`src/pkg/physc_consts.svh`:
```
// Offsets, field positions, reset values and timing counts of the status and power-save block.
// Assumes a 200 MHz clock and a byte-addressed 32-bit Avalon-MM register port.
`ifndef PHYSC_CONSTS_SVH
`define PHYSC_CONSTS_SVH

// ------------------------------------------------------------
// Register indices (byte address is four times the index)
// ------------------------------------------------------------
`define PHYSC_IDX_BSR      8'h01
`define PHYSC_IDX_AUTONEG_EXPANSION_REG     8'h06
`define PHYSC_IDX_STS      8'h10
`define PHYSC_IDX_CTL      8'h11
`define PHYSC_IDX_ISR      8'h12
`define PHYSC_IDX_FCC      8'h14
`define PHYSC_IDX_EVT      8'h20
`define PHYSC_IDX_MASK     8'h21

// ------------------------------------------------------------
// Control word fields and reset value
// ------------------------------------------------------------
`define PHYSC_CTL_PLL_OFF  15
`define PHYSC_CTL_PS_EN    14
`define PHYSC_CTL_MODE_HI  13
`define PHYSC_CTL_MODE_LO  12
`define PHYSC_CTL_SCR_BYP  11
`define PHYSC_CTL_RESET    16'h0000
`define PHYSC_CTL_WMASK    16'hf800

// ------------------------------------------------------------
// Status word field positions
// ------------------------------------------------------------
`define PHYSC_ST_FCS       11
`define PHYSC_ST_SD        10
`define PHYSC_ST_DL        9
`define PHYSC_ST_PR        8
`define PHYSC_ST_INT       7
`define PHYSC_ST_RF        6
`define PHYSC_ST_JAB       5
`define PHYSC_ST_AN        4
`define PHYSC_ST_LB        3
`define PHYSC_ST_DUP       2
`define PHYSC_ST_SPD       1
`define PHYSC_ST_LNK       0

// ------------------------------------------------------------
// Event bits and timing
// ------------------------------------------------------------
`define PHYSC_EV_WAKE      0
`define PHYSC_EV_NLP       1
`define PHYSC_EV_FCS       2
`define PHYSC_NLP_PERIOD_MS 1400
`define PHYSC_CLK_MHZ      200
`define PHYSC_NLP_CYCLES   (`PHYSC_NLP_PERIOD_MS * 1000 * `PHYSC_CLK_MHZ)

`endif

```
`src/pkg/physc_pkg.sv`:
```
// Types shared by the status and power-save block.
// Assumes physc_consts.svh for numeric constants.
package physc_pkg;

   // Power mode field encodings
   typedef enum logic [1:0] {
      physc_mode_normal   = 2'b00,
      physc_mode_reserved = 2'b01,
      physc_mode_active   = 2'b10,
      physc_mode_passive  = 2'b11
   } physc_mode_e;

   // Sleep sequencer states, Gray coded along awake -> asleep -> waking
   typedef enum logic [1:0] {
      physc_st_awake  = 2'b00,
      physc_st_asleep = 2'b01,
      physc_st_waking = 2'b11
   } physc_sleep_e;

   // Live indications from the transceiver core
   typedef struct packed {
      logic false_carrier;
      logic signal_detect;
      logic descr_lock;
      logic page_rx_event;
      logic int_pending_event;
      logic remote_fault_event;
      logic jabber;
      logic an_done;
      logic loopback;
      logic full_duplex;
      logic speed_10;
      logic link_up;
      logic energy_detect;
      logic std_power_down;
   } physc_core_s;

   // Control outputs toward the transceiver core
   typedef struct packed {
      logic pll_disable;
      logic scr_bypass;
      logic sleep;
      logic nlp_pulse;
   } physc_ctl_s;

   // Avalon-MM slave request
   typedef struct packed {
      logic [7:0]  address;
      logic        read;
      logic        write;
      logic [31:0] writedata;
      logic [3:0]  byteenable;
   } physc_avm_req_s;

   // Avalon-MM slave answer
   typedef struct packed {
      logic [31:0] readdata;
      logic        waitrequest;
      logic [1:0]  response;
   } physc_avm_rsp_s;

endpackage

```
`src/hdl/physc_top.sv`:
```
// Status word and power-save control word of a 10/100 transceiver, on Avalon-MM.
// Assumes core indications are synchronous to clk except signal_detect and descr_lock,
// which are synchronised here; the host ignores those two bits during low power idle.
//
// The implementer's own choice: the Avalon-MM slave port.
`timescale 1ns/1ps
`include "physc_consts.svh"

module physc_top
   import physc_pkg::*;
#(
   parameter int unsigned NLP_CYCLES = `PHYSC_NLP_CYCLES
)(
   // Clock and reset
   input  wire logic                     clk,
   input  wire logic                     reset,
   // Register port
   input  wire physc_pkg::physc_avm_req_s avm_req,
   output      physc_pkg::physc_avm_rsp_s avm_rsp,
   // Transceiver core
   input  wire physc_pkg::physc_core_s   core,
   output      physc_pkg::physc_ctl_s    ctl,
   // Interrupt
   output      logic                     irq
);
   import physc_pkg::*;

   // Elaboration check: the pulse counter needs a period of at least two cycles,
   // otherwise the terminal count and the restart would fall on the same edge
   if (NLP_CYCLES < 2) begin : g_nlp_period_check
      $error("NLP_CYCLES must be at least 2");
   end

   // ------------------------------------------------------------
   // State
   // ------------------------------------------------------------
   typedef struct packed {
      logic [31:0]  nlp_cnt;
      physc_sleep_e sleep_st;
      logic         fcs;
      logic         sd;
      logic         dl;
      logic         pr;
      logic         intp;
      logic         rf;
      logic [15:0]  ctl_w;
      logic [2:0]   evt;
      logic [2:0]   mask;
      logic         ack;
      logic [31:0]  rdata;
      logic [1:0]   resp;
      physc_ctl_s   ctl_o;
      logic         irq_o;
      logic         wait_req;
      logic [1:0]   sync_a;
      logic [1:0]   sync_b;
   } physc_state_s;

   physc_state_s st;
   physc_state_s next_st;

   // Two-stage synchronisers for the asynchronous PMD indications. The stages sit in
   // the state struct; a loss shorter than one clock period may be missed, which is
   // acceptable for a slow management view of the receive path
   wire sd_live = st.sync_b[1];
   wire dl_live = st.sync_b[0];

   // ------------------------------------------------------------
   // Bus decode
   // ------------------------------------------------------------
   wire       acc     = (avm_req.read | avm_req.write) & ~st.ack;
   wire       rd_acc  = acc & avm_req.read;
   wire       wr_acc  = acc & avm_req.write;
   wire [7:0] idx     = avm_req.address >> 2;
   wire       aligned = (avm_req.address[1:0] == 2'h0);

   logic [15:0] sts_word;
   physc_mode_e mode;

   // Status word assembly. Live bits are copied straight from the core; the read
   // data flop samples them at the take edge, so a change in that same cycle
   // only shows on the following read
   always_comb begin
      sts_word = 16'h0000;
      sts_word[`PHYSC_ST_FCS] = st.fcs;
      sts_word[`PHYSC_ST_SD]  = st.sd;
      sts_word[`PHYSC_ST_DL]  = st.dl;
      sts_word[`PHYSC_ST_PR]  = st.pr;
      sts_word[`PHYSC_ST_INT] = st.intp;
      sts_word[`PHYSC_ST_RF]  = st.rf;
      sts_word[`PHYSC_ST_JAB] = core.jabber;
      sts_word[`PHYSC_ST_AN]  = core.an_done;
      sts_word[`PHYSC_ST_LB]  = core.loopback;
      sts_word[`PHYSC_ST_DUP] = core.full_duplex;
      sts_word[`PHYSC_ST_SPD] = core.speed_10;
      sts_word[`PHYSC_ST_LNK] = core.link_up;
   end

   assign mode = physc_mode_e'(st.ctl_w[`PHYSC_CTL_MODE_HI:`PHYSC_CTL_MODE_LO]);

   // ------------------------------------------------------------
   // Next state
   // ------------------------------------------------------------
   always_comb begin
      logic        rd_sts;
      logic        sleep_req;
      logic [2:0]  ev_set;
      next_st   = st;
      rd_sts    = rd_acc & aligned & (idx == `PHYSC_IDX_STS);
      ev_set    = 3'h0;
      sleep_req = st.ctl_w[`PHYSC_CTL_PS_EN] &&
                  (mode == physc_mode_active || mode == physc_mode_passive);

      // Synchroniser stages; nothing but the second stage is read
      next_st.sync_a = {core.signal_detect, core.descr_lock};
      next_st.sync_b = st.sync_a;

      // Bus answer: one wait state, then the access completes. Waitrequest has a
      // flop of its own so the port carries no logic; it idles high, which also
      // holds off a request in the cycle before the decode has seen it
      next_st.ack      = acc;
      next_st.wait_req = ~acc;
      next_st.resp     = 2'h0;
      next_st.rdata    = 32'h0;
      if (rd_acc) begin
         if (!aligned) begin
            next_st.resp = 2'h2;
         end else begin
            unique case (idx)
               `PHYSC_IDX_STS:  next_st.rdata = {16'h0, sts_word};
               `PHYSC_IDX_CTL:  next_st.rdata = {16'h0, st.ctl_w};
               `PHYSC_IDX_EVT:  next_st.rdata = {29'h0, st.evt};
               `PHYSC_IDX_MASK: next_st.rdata = {29'h0, st.mask};
               `PHYSC_IDX_BSR, `PHYSC_IDX_AUTONEG_EXPANSION_REG, `PHYSC_IDX_ISR, `PHYSC_IDX_FCC:
                  next_st.rdata = 32'h0;
               default:         next_st.resp  = 2'h2;
            endcase
         end
      end

      // Clearing reads first, then events, so a set in the same cycle wins
      if (rd_acc && aligned && idx == `PHYSC_IDX_FCC)  next_st.fcs  = 1'b0;
      if (rd_acc && aligned && idx == `PHYSC_IDX_AUTONEG_EXPANSION_REG) next_st.pr   = 1'b0;
      if (rd_acc && aligned && idx == `PHYSC_IDX_ISR)  next_st.intp = 1'b0;
      if (rd_acc && aligned && idx == `PHYSC_IDX_BSR)  next_st.rf   = 1'b0;
      if (core.false_carrier)      next_st.fcs  = 1'b1;
      if (core.page_rx_event)      next_st.pr   = 1'b1;
      if (core.int_pending_event)  next_st.intp = 1'b1;
      if (core.remote_fault_event) next_st.rf   = 1'b1;

      // Latch-low: a read reloads the live level, otherwise only a loss moves it
      if (rd_sts) begin
         next_st.sd = sd_live;
         next_st.dl = dl_live;
      end
      if (!sd_live) next_st.sd = 1'b0;
      if (!dl_live) next_st.dl = 1'b0;

      // Control word writes; bits 10:0 lie outside this block and read zero
      if (wr_acc && aligned && idx == `PHYSC_IDX_CTL && avm_req.byteenable[1]) begin
         next_st.ctl_w = {avm_req.writedata[15:8], 8'h00} & `PHYSC_CTL_WMASK;
      end

      // Sleep sequencer; energy detect stays alive in both sleep modes.
      // Limitation: the pulse period restarts on every entry to sleep, so the
      // first pulse leaves one full period after the part falls asleep
      next_st.ctl_o.nlp_pulse = 1'b0;
      unique case (st.sleep_st)
         physc_st_awake: begin
            next_st.nlp_cnt = 32'h0;
            if (sleep_req && !core.energy_detect) next_st.sleep_st = physc_st_asleep;
         end
         physc_st_asleep: begin
            if (core.energy_detect || !sleep_req) begin
               next_st.sleep_st = physc_st_waking;
            end else if (mode == physc_mode_active) begin
               if (st.nlp_cnt >= 32'(NLP_CYCLES - 1)) begin
                  next_st.nlp_cnt         = 32'h0;
                  next_st.ctl_o.nlp_pulse = 1'b1;
                  ev_set[`PHYSC_EV_NLP]   = 1'b1;
               end else begin
                  next_st.nlp_cnt = st.nlp_cnt + 32'h1;
               end
            end else begin
               next_st.nlp_cnt = 32'h0;
            end
         end
         physc_st_waking: begin
            ev_set[`PHYSC_EV_WAKE] = core.energy_detect;
            // Clear power save enable, keep the mode, so the part stays awake until software re-arms it
            if (core.energy_detect) next_st.ctl_w[`PHYSC_CTL_PS_EN] = 1'b0;
            next_st.sleep_st = physc_st_awake;
         end
         default: next_st.sleep_st = physc_st_awake;
      endcase
      next_st.ctl_o.sleep = (next_st.sleep_st == physc_st_asleep);
      next_st.ctl_o.pll_disable = next_st.ctl_w[`PHYSC_CTL_PLL_OFF] & core.std_power_down;
      next_st.ctl_o.scr_bypass  = next_st.ctl_w[`PHYSC_CTL_SCR_BYP];
      ev_set[`PHYSC_EV_FCS] = core.false_carrier;

      // Interrupt status, write one to clear, set wins
      if (wr_acc && aligned && idx == `PHYSC_IDX_EVT && avm_req.byteenable[0]) begin
         next_st.evt = st.evt & ~avm_req.writedata[2:0];
      end
      next_st.evt = next_st.evt | ev_set;
      if (wr_acc && aligned && idx == `PHYSC_IDX_MASK && avm_req.byteenable[0]) begin
         next_st.mask = avm_req.writedata[2:0];
      end
      next_st.irq_o = |(next_st.evt & next_st.mask);
   end

   // State register
   always_ff @(posedge clk) begin
      if (reset) begin
         st          <= '0;
         st.ctl_w    <= `PHYSC_CTL_RESET;
         st.wait_req <= 1'b1;
      end else begin
         st <= next_st;
      end
   end

   // ------------------------------------------------------------
   // Outputs
   // ------------------------------------------------------------
   assign avm_rsp.readdata    = st.rdata;
   assign avm_rsp.waitrequest = st.wait_req;
   assign avm_rsp.response    = st.resp;
   assign ctl                 = st.ctl_o;
   assign irq                 = st.irq_o;

   // ------------------------------------------------------------
   // Assertions
   // ------------------------------------------------------------
   wire rd_fcc = rd_acc & aligned & (idx == `PHYSC_IDX_FCC);
   wire rd_isr = rd_acc & aligned & (idx == `PHYSC_IDX_ISR);
   wire rd_bsr = rd_acc & aligned & (idx == `PHYSC_IDX_BSR);
   wire rd_st  = rd_acc & aligned & (idx == `PHYSC_IDX_STS);
   wire rd_autoneg_expansion_reg = rd_acc & aligned & (idx == `PHYSC_IDX_AUTONEG_EXPANSION_REG);
endmodule

```
`config.mk`:
```
export PLATFORM = sky130hd
export DESIGN_NAME = physc_top
export DESIGN_NICKNAME = d
export VERILOG_FILES = /design/src/pkg/physc_pkg.sv /design/src/hdl/physc_top.sv
export VERILOG_INCLUDE_DIRS = /design/src /design/src/pkg
export SDC_FILE = /design/constraint.sdc
export NUM_CORES = 1
export LEC_CHECK = 0
export ABC_AREA = 1
export BUFFER_PORTS_ARGS = -buffer_cell sky130_fd_sc_hd__buf_2
export CORE_MARGIN = 5
export CORE_UTILIZATION = 45
export DETAILED_ROUTE_END_ITERATION = 16
export PLACE_DENSITY = 0.79
export SLEW_MARGIN = 20
export SYNTH_ARGS = -nofsm -noshare
export SYNTH_HDL_FRONTEND = slang
export SYNTH_SLANG_ARGS = --single-unit
```
`constraint.sdc`:
```
create_clock -name clk -period 2.01 [get_ports clk]
set_input_delay 0.1005 -clock clk [delete_from_list [all_inputs] [get_ports clk]]
set_output_delay 0.1005 -clock clk [all_outputs]
set_load 0.005 [all_outputs]
```
-- Yosys cells after proc, flatten, opt, wreduce, memory -nomap -nowiden
Index checks and enable logic that the tools add are counted.
- register bits: 96
- latch bits: 0
- RAM bits: 0
- bits in read-only memories: 0
- output and inout port bits: 40
- logic and storage cells: 117
- memories kept: 0
- add/subtract/negate cells: 1
- $mul: 0
- divide/modulo/power cells: 0
- order comparisons: 1
- eq/ne operators: 14
- shifts and indexed selects: 0
- multiplexer cells: 28
- bitwise logic cells: 17
- reductions and logical operators: 32
- operator list (operator ; count):
    two-way mux 32 bit ; 3
    one-hot mux 16 bit (4 select lines) ; 1
    one-hot mux 32 bit (2 select lines) ; 1
    adder 32 x 1 -> 32 bit, second input constant ; 1
    greater-or-equal comparator 32 x 29 -> 1 bit, second input constant ; 1
    equality test 6 x 5 -> 1 bit, second input constant ; 4
    two-way mux 16 bit ; 1
    two-way mux 1 bit ; 15
    logical AND 1 bit ; 14
    equality test 6 bit, second input constant ; 2
    nonzero test 2 bit ; 5
    two-way mux 2 bit ; 4
    OR reduction 8 bit ; 1
    bitwise AND 1 bit ; 6
    bitwise AND 3 bit ; 2
    equality test 2 bit, second input constant ; 3
    equality test 6 x 1 -> 1 bit, second input constant ; 1
    equality test 6 x 3 -> 1 bit, second input constant ; 1
    two-way mux 3 bit ; 2
    NOT 1 bit ; 6
    OR reduction 2 bit ; 3
    OR reduction 3 bit ; 2
    equality test 2 x 1 -> 1 bit, second input constant ; 2
    zero test 2 bit ; 2
    8 further kinds ; 10

-- Longest topological paths before layout
Gate-level depths: netlist of the first run.
- depth after elaboration: 10
- depth in mapped cells: 12

-- Worst setup path before layout of the first run
No wires, ideal clock.
- path kind: reg2reg
- start: register st[75] (netlist bit)
- end: register st[99] (netlist bit)
- arrival: 1.378 ns
- data required time: 1.898 ns
- setup slack: 0.520 ns
- cell stages (with the launch flop): 13
- path buffers: 0
- period minus slack after synthesis: 1.490 ns
- cell sequence: dfxtp_1 > ha_1 > nand3_2 > inv_1 > nand3_1 > nor2_2 > nand2_2 > nor2_4 > nand2_1 > nor2_1 > nand2_1 > nand2_1 > nor2_1
- longest elaborated chain between the ends: 5
- elaborated cells between the ends (all ways): 6
- those cells by class: 1 x add/sub; 1 x order compare; 4 x mux
- ends and longest elaborated chain (item ; line ; text):
    start: declaration ; physc_top.sv:59 ; physc_state_s st;
    start signal: assignment ; physc_top.sv:219 ; st <= next_st;
    adder 32 x 1 -> 32 bit or greater-or-equal comparator 32 x 29 -> 1 bit (tied branches) ; physc_top.sv:182, physc_top.sv:177 ;
    two-way mux 32 bit * ; physc_top.sv:177 ; if (st.nlp_cnt >= 32'(NLP_CYCLES - 1)) begin
    two-way mux 32 bit * ; physc_top.sv:176 ; end else if (mode == physc_mode_active) begin
    two-way mux 32 bit * ; physc_top.sv:174 ; if (core.energy_detect || !sleep_req) begin
    one-hot mux 32 bit (2 select lines) * ; physc_top.sv:168 ; unique case (st.sleep_st)
Every way passes the cells marked *; elsewhere a longest branch is shown, timed or not. The select of a mux whose other input is x is not followed.
A chain may end at the register's enable or synchronous reset.

-- Worst setup path after layout of the first run
Same ends and word-level chain as after synthesis.

==> results of run 1 <==
-- through the flow --
step	worst slack (ps)	instance area [µm²]	util, %
6_report	282	4410	53.1
5_1_grt	110	4410	53.1
4_1_cts	258	4410	53.1
3_5_place_dp	272	4050	48.8
3_3_place_gp	300	4050	48.8
2_1_floorplan	520	3940	-
-- power by group --
part	switching, µW	internal, µW	total, µW
Sequential	7.15	1560	1570
Combinational	77.6	65.0	143
Clock	636	593	1230
Total	721	2220	2940
-- registers in the layout (all words and copies together), names as in the netlist --
register,count
dl_live,1
irq,1
next_st,2
sd_live,1
ctl,3
mode,2
st,50
avm_rsp,18
-- routing by layer --
metal	global-route usage [%]	vias to the layer above	part of all wire [%]
li1	-	1780	-
met1	19.7	1512	43
met2	27.6	95	47
met3	3.86	13	8.1
met4	6.87	0	1.8
met5	0	-	0
-- worst max-delay path: cells and delay by family, from the launching register on --
family	cells	cell delay (ps)
flops	1	380
simple gates	10	950
fa+ha+maj	1	200
buf+inv	1	90
-- kinds of logic after synthesis --
kind of cell / after synthesis
flip-flops: 78
multiplexers: 1
AND/OR/NAND/NOR: 303
XOR/XNOR: 13
buffers and inverters: 115
other: 1
AO/OA/AOI/OAI: 41
adder cells (fa/ha/maj): 1
-- worst min-delay path by stage --
stage | from | endpoint | slack, ps | cells past startpoint
finish | core[4] | avm_rsp[5] | 10 | 3
global route | core[3] | avm_rsp[4] | 10 | 3
CTS | core[2] | avm_rsp[3] | 0.3 | 3
detailed placement | core[12] | next_st[1] | 320 | 3
global placement | core[11] | next_st[0] | 310 | 3
floorplan | core[11] | next_st[0] | 210 | 2
-- cells in the final DEF (no fill, tap or decap), types with 2 or more instances in the layout --
cell type,instances
sky130_fd_sc_hd__nand2_2,5
sky130_fd_sc_hd__a31oi_1,3
sky130_fd_sc_hd__nor2_4,2
sky130_fd_sc_hd__inv_6,3
sky130_fd_sc_hd__dfxtp_1,78
sky130_fd_sc_hd__buf_2,58
sky130_fd_sc_hd__buf_4,5
sky130_fd_sc_hd__clkbuf_8,9
sky130_fd_sc_hd__xnor2_1,3
sky130_fd_sc_hd__nor3_2,4
sky130_fd_sc_hd__nand4_1,6
sky130_fd_sc_hd__nand3_2,3
sky130_fd_sc_hd__nand2_1,109
sky130_fd_sc_hd__o21ai_0,12
sky130_fd_sc_hd__xor2_1,10
sky130_fd_sc_hd__inv_1,65
sky130_fd_sc_hd__nand2_4,2
sky130_fd_sc_hd__nor2_1,110
sky130_fd_sc_hd__nand3_1,36
sky130_fd_sc_hd__conb_1,17
sky130_fd_sc_hd__nor3_1,16
sky130_fd_sc_hd__a21oi_1,20
sky130_fd_sc_hd__nor2_2,5
sky130_fd_sc_hd__dlygate4sd3_1,15
-- cell type report --
class                   count  area (µm²)
clock buffers               9         124
clock inverters             7        80.1
fillers                   785        3890
inverters                  67         251
multi-input cells         376        1780
flip-flops and latches     78        1560
well taps                 105         131
repair buffers             78         478
==> run summary, run 1 <==
In the synthesized netlist the dominant register cell turns out to be sky130_fd_sc_hd__dfxtp_1. In this run the mean area of a mapped cell was 7.02 µm². The first-pass GRT wire length came out at 13.7 mm.

The sequential-to-total area share from yosys stat came out at 40.2%. The final layout contains routed wiring with a total length of 8.39 mm. The maximum resistive drop on vdd came out at 0.311 mV. The master of the slowest instance on the critical path is sky130_fd_sc_hd__dfxtp_1. The total vias in the final route came out at 3400. The run finished with clean final reports.

Summed over all layers, the global routing overflow is 0. The number of antenna violations at the first check in global routing came to 0. sky130_fd_sc_hd__dfxtp_1 takes more of the synthesized area than any other cell. For the worst flop-to-flop path, the logic depth is 12. Clock skew on the completed layout was measured at 7.98 ps. Setup violations remaining at the end of the flow were counted as 0. Summed over all failing endpoints, the final setup total negative slack is 0 ps.

The number of synthesized flops with an enable pin came out at 0. The final count of hold timing violations is 0. The final hold slack came out at 13.7 ps. The number of nets with antenna violations after detailed routing is 0. The hold buffer count at cts is 15. The parity-gate share of the synthesized area counting xor and xnor cells is 2.93%. The core region is 8300 µm². The portion of synthesized area spent on multiplexers is 0.258%. The average via count per standard cell is 4.72. The reg-to-reg setup timing slack is 280 ps. The fraction of the mapped netlist area in adder cells came out at 0.322%. The worst register-to-register path begins at st[75].

The count of placed standard cells including taps came out at 689. The basic-gate share of the synthesized area counting and, or, nand and nor cells is 34.7%. After legalization and detailed placement, the total HPWL measured 6.37 mm.

The layout overhead on the synthesized area came out at 13.6%. The final instance count without filler cells is 720. The width of the chip came out at 103 µm. The worst register-to-register path ends at st[99]. The async set-reset flop share out of synthesis is 0%.

The number of antenna diodes in the final layout is 0. Post-CTS timing repair inserted 0 buffers for setup. After synthesis, the cell types taking the most area are sky130_fd_sc_hd__dfxtp_1, sky130_fd_sc_hd__nor2_1, sky130_fd_sc_hd__nand2_1, sky130_fd_sc_hd__buf_4, sky130_fd_sc_hd__inv_1. The post-synthesis instance area is 3880 µm².

After the first detailed-routing iteration, the DRC count stood at 159. TritonCTS built the clock tree. Counting I/O delays and the setup requirement, the final critical path takes 1730 ps. The total of warnings raised by yosys came out at 0. The share of Yosys cell area claimed by the top area cell type is 40.2%. The clock passes through at most 2 buffers. After synthesis, the largest family of logic cells by area is simple AND/OR/NAND/NOR gates. The via count of the first global-routing pass came out at 3160. Global routing used 16.2% of the available tracks. In this run the worst setup path begins at st[75]. The leakage power total is 0.00195 µW. The floorplan die height came out at 103 µm.

At the worst endpoint, the required time is 2250 ps. The signal on the critical path passes through ha_1 > nand3_2 > inv_1 > nand3_1 > nor2_2 > nand2_2 > nor2_4 > nand2_1 > nor2_1 > nand2_1 > nand2_1 > nor2_1. The delay of the slowest cell on the worst path came out at 380 ps. In this run the worst setup path terminates at st[99].

The flip-flop and latch count after synthesis came out at 78. The number of port buffers is 58. The path class of the tightest hold or removal check is input pin to register. Dividing total power by cell area gives a power density of 667 nW/µm². STA classifies the critical path startpoint as a register. Across the run, the number of max-cap violations was 0.

The count of pins over their slew limit was 0. The total of cells resized after clock tree synthesis came out at 0. The pin count of the biggest net entering global routing came out at 25. After detailed routing, the number of remaining DRC violations is 0. In this run the worst path has a maximum fanout of 4. The final clock period utilization by the worst path came out at 86.0%. The distinct cell type count of the synthesized netlist is 39. The area of the die came out at 10600 µm². The layout cell share with drive strength beyond 1 came out at 16.9%. Yosys instantiated no cell more often than sky130_fd_sc_hd__nor2_1. Setup repair after global routing left no endpoint under its margin. The number of standard-cell rows in the floorplan came out at 33.

For this run, the top clock speed supported by timing is 579 MHz. Summing the areas of all compound-gate instances in the mapped netlist gives 6.06% of the synthesized area. The number of CTS-inserted buffers came out at 9.

The clock-pin slew reported for the worst setup and hold paths after clock tree synthesis came out at 90 ps. The power after layout came out at 2940 µW. The total I/O pin count is 102.

The initial core utilization came out at 46.8%. The global placer's final weighted congestion is 0.849. CTS built an H-tree with a depth of 3. The tree built by TritonCTS fans out to 78 sinks. The routed wirelength normalized by instance count came out at 11.7 µm.

The worst setup path is of the register to register kind. In this run the clock root is driven by a sky130_fd_sc_hd__clkbuf_8. By count the netlist is led by sky130_fd_sc_hd__nor2_1, sky130_fd_sc_hd__nand2_1, sky130_fd_sc_hd__dfxtp_1, sky130_fd_sc_hd__inv_1, sky130_fd_sc_hd__buf_4. The cell that appears most often on the critical path is sky130_fd_sc_hd__nand2_1. The length of the first detailed-routing pass in iterations came out at 4. The clock latency on the worst-skew pair is 360 ps. The final layout contains 673 nets.

The arrival time at the worst endpoint came out at 1970 ps. STA classifies the critical path endpoint as a register. The count of mapped cells out of synthesis came out at 553.
(Power assumes the default switching activity.)
==> run 2: changes to the inputs <==
--- a/config.mk
+++ b/config.mk
@@ -8,6 +8,7 @@
 export LEC_CHECK = 0
 export ABC_AREA = 1
 export BUFFER_PORTS_ARGS = -buffer_cell sky130_fd_sc_hd__buf_2
+export CORE_ASPECT_RATIO = 0.7
 export CORE_MARGIN = 5
 export CORE_UTILIZATION = 45
 export DETAILED_ROUTE_END_ITERATION = 16
==> run 2 against run 1 <==
- wire length is 11% higher
- first-iteration DRC count grew to 2.7 times the previous value
- power is 12% higher
- hold slack worse by 0.75 ps
- clock power is 30% higher
- combinational power is 5% lower
- sequential power hardly changed
- non-clock buffer count is 4 lower
==> run summary, run 2 (synthesis gave the netlist of run 1 again) <==
The flow ran to the end, and the final reports show no timing, DRC or antenna violations. The length of the first detailed-routing pass in iterations is 5. The floorplan die height is 87.7 µm. The leakage power total is 0.00197 µW. The width of the chip came out at 121 µm. The worst setup path is captured at a register.

The final routed wirelength across all metal layers is 9.32 mm. The maximum root-to-sink buffer count came out at 2. The most common cell after layout, fill and taps aside is sky130_fd_sc_hd__nor2_1. The final net count is 669. CTS placed an instance of sky130_fd_sc_hd__clkbuf_16 at the clock tree root. The initial utilization of the core area, before any placement, comes to 46.0%. The maximum resistive drop on vdd came out at 0.402 mV. The sum of overflow across all layers after global routing is 0.

The global placer's final weighted congestion is 0.906. The total I/O pin count came out at 102. The clock-pin slew reported for the worst setup and hold paths after clock tree synthesis came out at 60 ps. The pin count of the biggest net entering global routing came out at 25. The routed wirelength normalized by instance count is 12.7 µm.

The placement-stage cell area is 4070 µm². The layout has 812 filler cells. The via count of the first global-routing pass is 3198. In this run the worst hold path is classified as input pin to register. The count of placed standard cells including taps is 704. The number of violations of the max-capacitance limit is 0. Setup repair after global routing left no endpoint under its margin. For this run, design rule violations remaining after detail routing come to 0. The total setup violations reported at the end of the flow came out at 0. Buffers placed on the I/O ports in this run total 58. The core region is 8440 µm². The DRC violation total after the first TritonRoute iteration is 426. At the worst endpoint, the required time is 2230 ps. Along the worst path, the maximum fanout reaches 24. In this run the power density over the cells is 738 nW/µm². The H-tree depth reported by CTS is 3.

The highest clock frequency the design can meet came out at 551 MHz. Detailed placement finished with a half-perimeter wire length of 6.95 mm. From synthesis to final layout, the design area changed by 15.3%. The setup TNS is 0 ps.

In the global route stage, overall resource usage came out at 18.5%. Excluding fillers, the count of instances in the completed layout stands at 731. Counting I/O delays and the setup requirement, the final critical path takes 1810 ps.

The average via count per standard cell came out at 4.82. The count of pins over their slew limit came out at 0. The sink count of the clock tree came out at 78.

Buffers inserted during clock tree synthesis total 9. The final non-filler cell area is 4470 µm². In the layout the commonest cells are sky130_fd_sc_hd__nor2_1, sky130_fd_sc_hd__nand2_1, sky130_fd_sc_hd__dfxtp_1. The number of antenna violations at the first check in global routing came out at 0. The first-pass GRT wire length is 15.3 mm. The floorplan has 28 rows. The clock skew is 6.80 ps. The total vias in the final route came out at 3521.

The final clock period utilization by the worst path is 90.3%. TritonCTS built the clock tree. The later pin in the worst-skew pair is clocked with a latency of 340 ps. The arrival time at the worst endpoint is 2040 ps. The layout cell share with drive strength beyond 1 came out at 16.9%. The worst setup path is launched from a register. The critical path class is register to register. The area of the die came out at 10600 µm². The final hold slack is 12.9 ps. The number of nets with antenna violations after detailed routing came out at 0. The number of flip-flops in the largest register is 50. The final antenna diode count came out at 0. The final count of hold timing violations is 0.

Counting flops per register, the top entry is st. Buffers added to address setup during post-CTS repair amount to 0.
[run 2: what timing repair did]
action | CTS | global route
hold buffers | 11 | 0
endpoints found under the hold margin | 11 | 0
gates resized for setup | 0 | 0
[run 2: through the flow]
| stage | util [%] | power, µW | worst slack [ps] |
|---|---|---|---|
| floorplan | - | 1690 | 520 |
| global placement | 48.2 | 1720 | 301 |
| detailed placement | 48.2 | 1720 | 236 |
| CTS | 53.0 | 3330 | 214 |
| global route | 53.0 | 3420 | 49.5 |
| finish | 53.0 | 3300 | 196 |
[run 2: worst paths after layout]
path | from | depth (start not counted) | slack [ps] | endpoint
worst max-delay path | st[75] | 10 | 200 | st[91]
worst min-delay path | avm_req[15] | 3 | 10 | st[62]
worst max register to register | st[75] | 10 | 200 | st[91]
worst min register to register | next_st[0] | 2 | 400 | dl_live
[run 2: layer usage]
layer	track usage, %	up-vias	part of all wire (%)
met5	0	-	0
met4	6.28	0	1.9
met3	5.42	18	8.3
met2	27.5	137	43
met1	25.6	1589	47
li1	-	1777	-
[run 2: critical path: stages, from the launching register on]
cell                       delay, ps
sky130_fd_sc_hd__dfxtp_1         390
sky130_fd_sc_hd__ha_1            220
sky130_fd_sc_hd__nand3_2         120
sky130_fd_sc_hd__nor3_2          180
sky130_fd_sc_hd__nand2_1          70
sky130_fd_sc_hd__nand2_1          90
sky130_fd_sc_hd__nand2_2         100
sky130_fd_sc_hd__nand3b_4        140
sky130_fd_sc_hd__nand2_4          60
sky130_fd_sc_hd__nand2_4         230
sky130_fd_sc_hd__nor2_1           90
[run 2: area by class of cell]
type | count | area (µm²) | share of cell area, %
multi-input combinational | 376 | 1780 | 39.8
sequential | 78 | 1560 | 34.9
timing repair buffer | 74 | 438 | 9.79
inverter | 67 | 251 | 5.62
clock buffer | 10 | 229 | 5.12
tap | 120 | 150 | 3.36
clock inverter | 6 | 62.6 | 1.40
[run 2: power breakdown]
group          internal (µW)  switching (µW)  total, µW
logic                   59.9            76.3        136
clock network            956             642       1600
registers               1560            6.66       1570
==> run 3: changes to the inputs <==
--- a/config.mk
+++ b/config.mk
@@ -6,7 +6,6 @@
 export SDC_FILE = /design/constraint.sdc
 export NUM_CORES = 1
 export LEC_CHECK = 0
-export ABC_AREA = 1
 export BUFFER_PORTS_ARGS = -buffer_cell sky130_fd_sc_hd__buf_2
 export CORE_ASPECT_RATIO = 0.7
 export CORE_MARGIN = 5
==> run 3 against run 2 <==
- the run now ends with negative setup slack left
- hold slack lost 6.5 ps
- critical path type unchanged
- largest power group is now registers
- combinational power increased by 16%
- critical endpoint is now st[90]
- cell count decreased by 14%
- die area decreased by 3.7%
==> run summary, run 3 <==
The most used flip-flop cell after synthesis is sky130_fd_sc_hd__dfxtp_1. The number of filler instances in the final layout is 626. The die is 86.1 µm tall. The width of the chip came out at 119 µm. The final non-filler cell area is 4970 µm². The final count of hold timing violations came out at 0. Yosys instantiated no cell more often than sky130_fd_sc_hd__dfxtp_1. The count of mapped cells out of synthesis came out at 426. The library cell used most frequently in the layout, excluding fill and tap cells, is sky130_fd_sc_hd__dfxtp_1. The net switching power of the design came out at 713 µW. The floorplan step defined a die boundary enclosing 10200 µm². The final hold slack is 6.37 ps. The number of standard-cell rows in the floorplan is 27. The total of warnings raised by yosys is 0. The sink count of the clock tree came out at 78. The post-DP HPWL came out at 6.76 mm. The number of synthesized flops with an enable pin is 0. The via count of the first global-routing pass came out at 3404. The clock-pin slew reported for the worst setup and hold paths after clock tree synthesis is 60 ps.

The design draws 3300 µW. Summed over all cells, the static leakage comes to 0.00195 µW. The number of port buffers came out at 58. The distinct cell type count of the synthesized netlist came out at 53. The final clock period utilization by the worst path came out at 105%. The placeable core region is 7970 µm². The pin count of the biggest net entering global routing came out at 23. For this run, design rule violations remaining after detail routing come to 0. Cells fill 62.3% of the core in the end. On the worst path, the slowest cell contributes a delay of 540 ps. The count of pins over their slew limit is 0. In this run, the clock network consumes 47.7% of the power. The total vias in the final route is 3566. The number of antenna diodes in the final layout is 0. The final routed wirelength across all metal layers is 10.7 mm.

Net switching is 21.6% of the power. The time the final worst path needs with I/O delays and setup is 2120 ps. After detailed routing, the average wire length per cell comes to 17.0 µm. The total I/O pin count came out at 102. The measured slew at the worst slew-check pin came out at 600 ps. The worst hold path class is input pin to register. Setup slack on the critical path of the routed design comes to -107 ps. The average via count per standard cell came out at 5.67. The number of CTS-inserted buffers came out at 9. The total power density per cell area is 663 nW/µm². The arrival time at the worst endpoint came out at 2370 ps.

The worst setup path is captured at a register. The first global-routing pass estimated 16.6 mm of wire. The async set-reset flop share out of synthesis came out at 0%.

sky130_fd_sc_hd__dfxtp_1 takes more of the synthesized area than any other cell. The placement-stage cell area came out at 4240 µm². The sum of overflow across all layers after global routing is 0. The H-tree depth reported by CTS is 3. The flow ran to the end, but the final reports show violations. TritonCTS built the clock tree.

The worst path required time came out at 2270 ps. Sorting the synthesized cells by how often they occur yields sky130_fd_sc_hd__dfxtp_1, sky130_fd_sc_hd__buf_4, sky130_fd_sc_hd__nor2_1, sky130_fd_sc_hd__nor3_1, sky130_fd_sc_hd__nand3_1. The clock skew is 4.11 ps. Per report_power, the sequential group accounts for 47.6% of the total. Ranked by total cell area, the synthesized netlist is headed by sky130_fd_sc_hd__dfxtp_1, sky130_fd_sc_hd__buf_4, sky130_fd_sc_hd__nor3_1, sky130_fd_sc_hd__nor2_1, sky130_fd_sc_hd__nand3_1. The highest clock frequency the design can meet came out at 472 MHz.

The register with the most flip-flops in the layout has 50 of them. The initial core utilization is 46.7%. The mean post-synth cell area is 8.73 µm². The critical path is of the register to register type. The maximum root-to-sink buffer count came out at 2. The relative slew slack is 59.6%.

Global routing consumed, over all layers together, 19.8% of the routing resources. The share of Yosys cell area claimed by the top area cell type came out at 42.0%. The number of violations of the max-capacitance limit is 0. The final net count is 587.

The layout overhead on the synthesized area is 33.6%. The logic gate share of total power is 4.8%. The global placer's final weighted congestion is 0.885. In the layout the commonest cells are sky130_fd_sc_hd__dfxtp_1, sky130_fd_sc_hd__buf_2, sky130_fd_sc_hd__buf_4. The number of antenna violations at the first check in global routing came to 0. The largest driver fanout on the critical path is 6. The worst setup path is launched from a register.

The signal on the critical path passes through or4_4 > a221o_1 > a211oi_4 > buf_6 > buf_6 > a41oi_2 > mux2i_1. Summing every instance area after synthesis gives 3720 µm². Setup violations remaining at the end of the flow were counted as 33.

Counting flops and latches in the post-synthesis netlist gives 78. The cell that appears most often on the critical path is sky130_fd_sc_hd__buf_6. The number of nets with antenna violations after detailed routing is 0. The clock reaches the later pin of the worst-skew pair after 330 ps. The tree is rooted in a sky130_fd_sc_hd__clkbuf_16.

The detailed router finished its first iteration with 372 violations. The layout cell share with drive strength beyond 1 came out at 35.2%. Ranked by flip-flop count, first place goes to st. At the placement stage, the worst setup path has a slack of -146 ps. The final reports fail on negative setup slack. Setup repair after global routing could not meet its margin everywhere. The cell-internal power came out at 2580 µW. The maximum resistive drop on vdd is 0.371 mV. For this design, the slowest cell found on the critical path is sky130_fd_sc_hd__or4_4.

The sequential-to-total area share from yosys stat came out at 42.0%. The length of the first detailed-routing pass in iterations is 6.
run 3: power by group through the flow:
stage / logic, µW / clock network (µW) / registers [µW]
after CTS: 149 / 1590 / 1570
final: 158 / 1570 / 1570
after floorplan: 93.9 / 0 / 1600
after detailed placement: 133 / 0 / 1600
after global placement: 130 / 0 / 1600
after global routing: 173 / 1660 / 1570
run 3: metal layers:
metal	part of all wire, %	vias to the layer above	routed length [µm]	track usage, %
li1	-	1659	-	-
met1	43	1703	4560	26.2
met2	49	178	5230	32.8
met5	0	-	0	0
met3	6.6	26	701	3.82
met4	1.9	0	206	6.41
run 3: worst paths after layout:
kind / slack [ps] / endpoint / from / depth (start not counted)
min reg2reg: 440 / sd_live / next_st[1] / 1
min: 6 / st[72] / core[13] / 3
max: -110 / st[90] / st[93] / 7
max reg2reg: -110 / st[90] / st[93] / 7
run 3: final cells by class:
class / count / area, µm² / area share (%)
multi-input combinational: 293 / 2050 / 41.2
sequential: 78 / 1570 / 31.6
timing repair buffer: 131 / 892 / 18.0
clock buffer: 10 / 229 / 4.61
tap: 101 / 126 / 2.54
clock inverter: 5 / 61.3 / 1.23
inverter: 11 / 41.3 / 0.831
run 3: what timing repair did:
item,in CTS,in global routing
setup endpoints to repair,33,33
setup buffers,3,6
gates cloned,3,1
hold buffers,8,0
gates resized for setup,37,18
hold endpoints to repair,8,0
pin swaps,15,20
run 3: worst max-delay path: cells and delay by family (launching register included):
family	cells	cell delay [ps]
compound gates	3	730
buf+inv	2	290
flops	1	320
mux	1	160
simple gates	1	540
run 3: logic make-up (layout without fill, tap and decap cells):
family / after synthesis / after routing / synth area share [%]
other: 1 / 17 / 0.101
xor gates and xnor gates: 18 / 18 / 4.24
DFF: 78 / 78 / 42.0
adders and majority gates: 1 / 1 / 0.336
AOI/OAI and AO/OA: 64 / 64 / 12.0
and+or+nand+nor: 183 / 183 / 27.3
muxes: 10 / 10 / 2.69
buffers and inverters: 71 / 157 / 11.4
run 3: per-stage QoR:
stage	setup TNS (ps)	instances
floorplan	-181	442
global placement	-1330	593
detailed placement	-3060	593
CTS	-1600	622
global route	-4940	629
finish	-2470	629
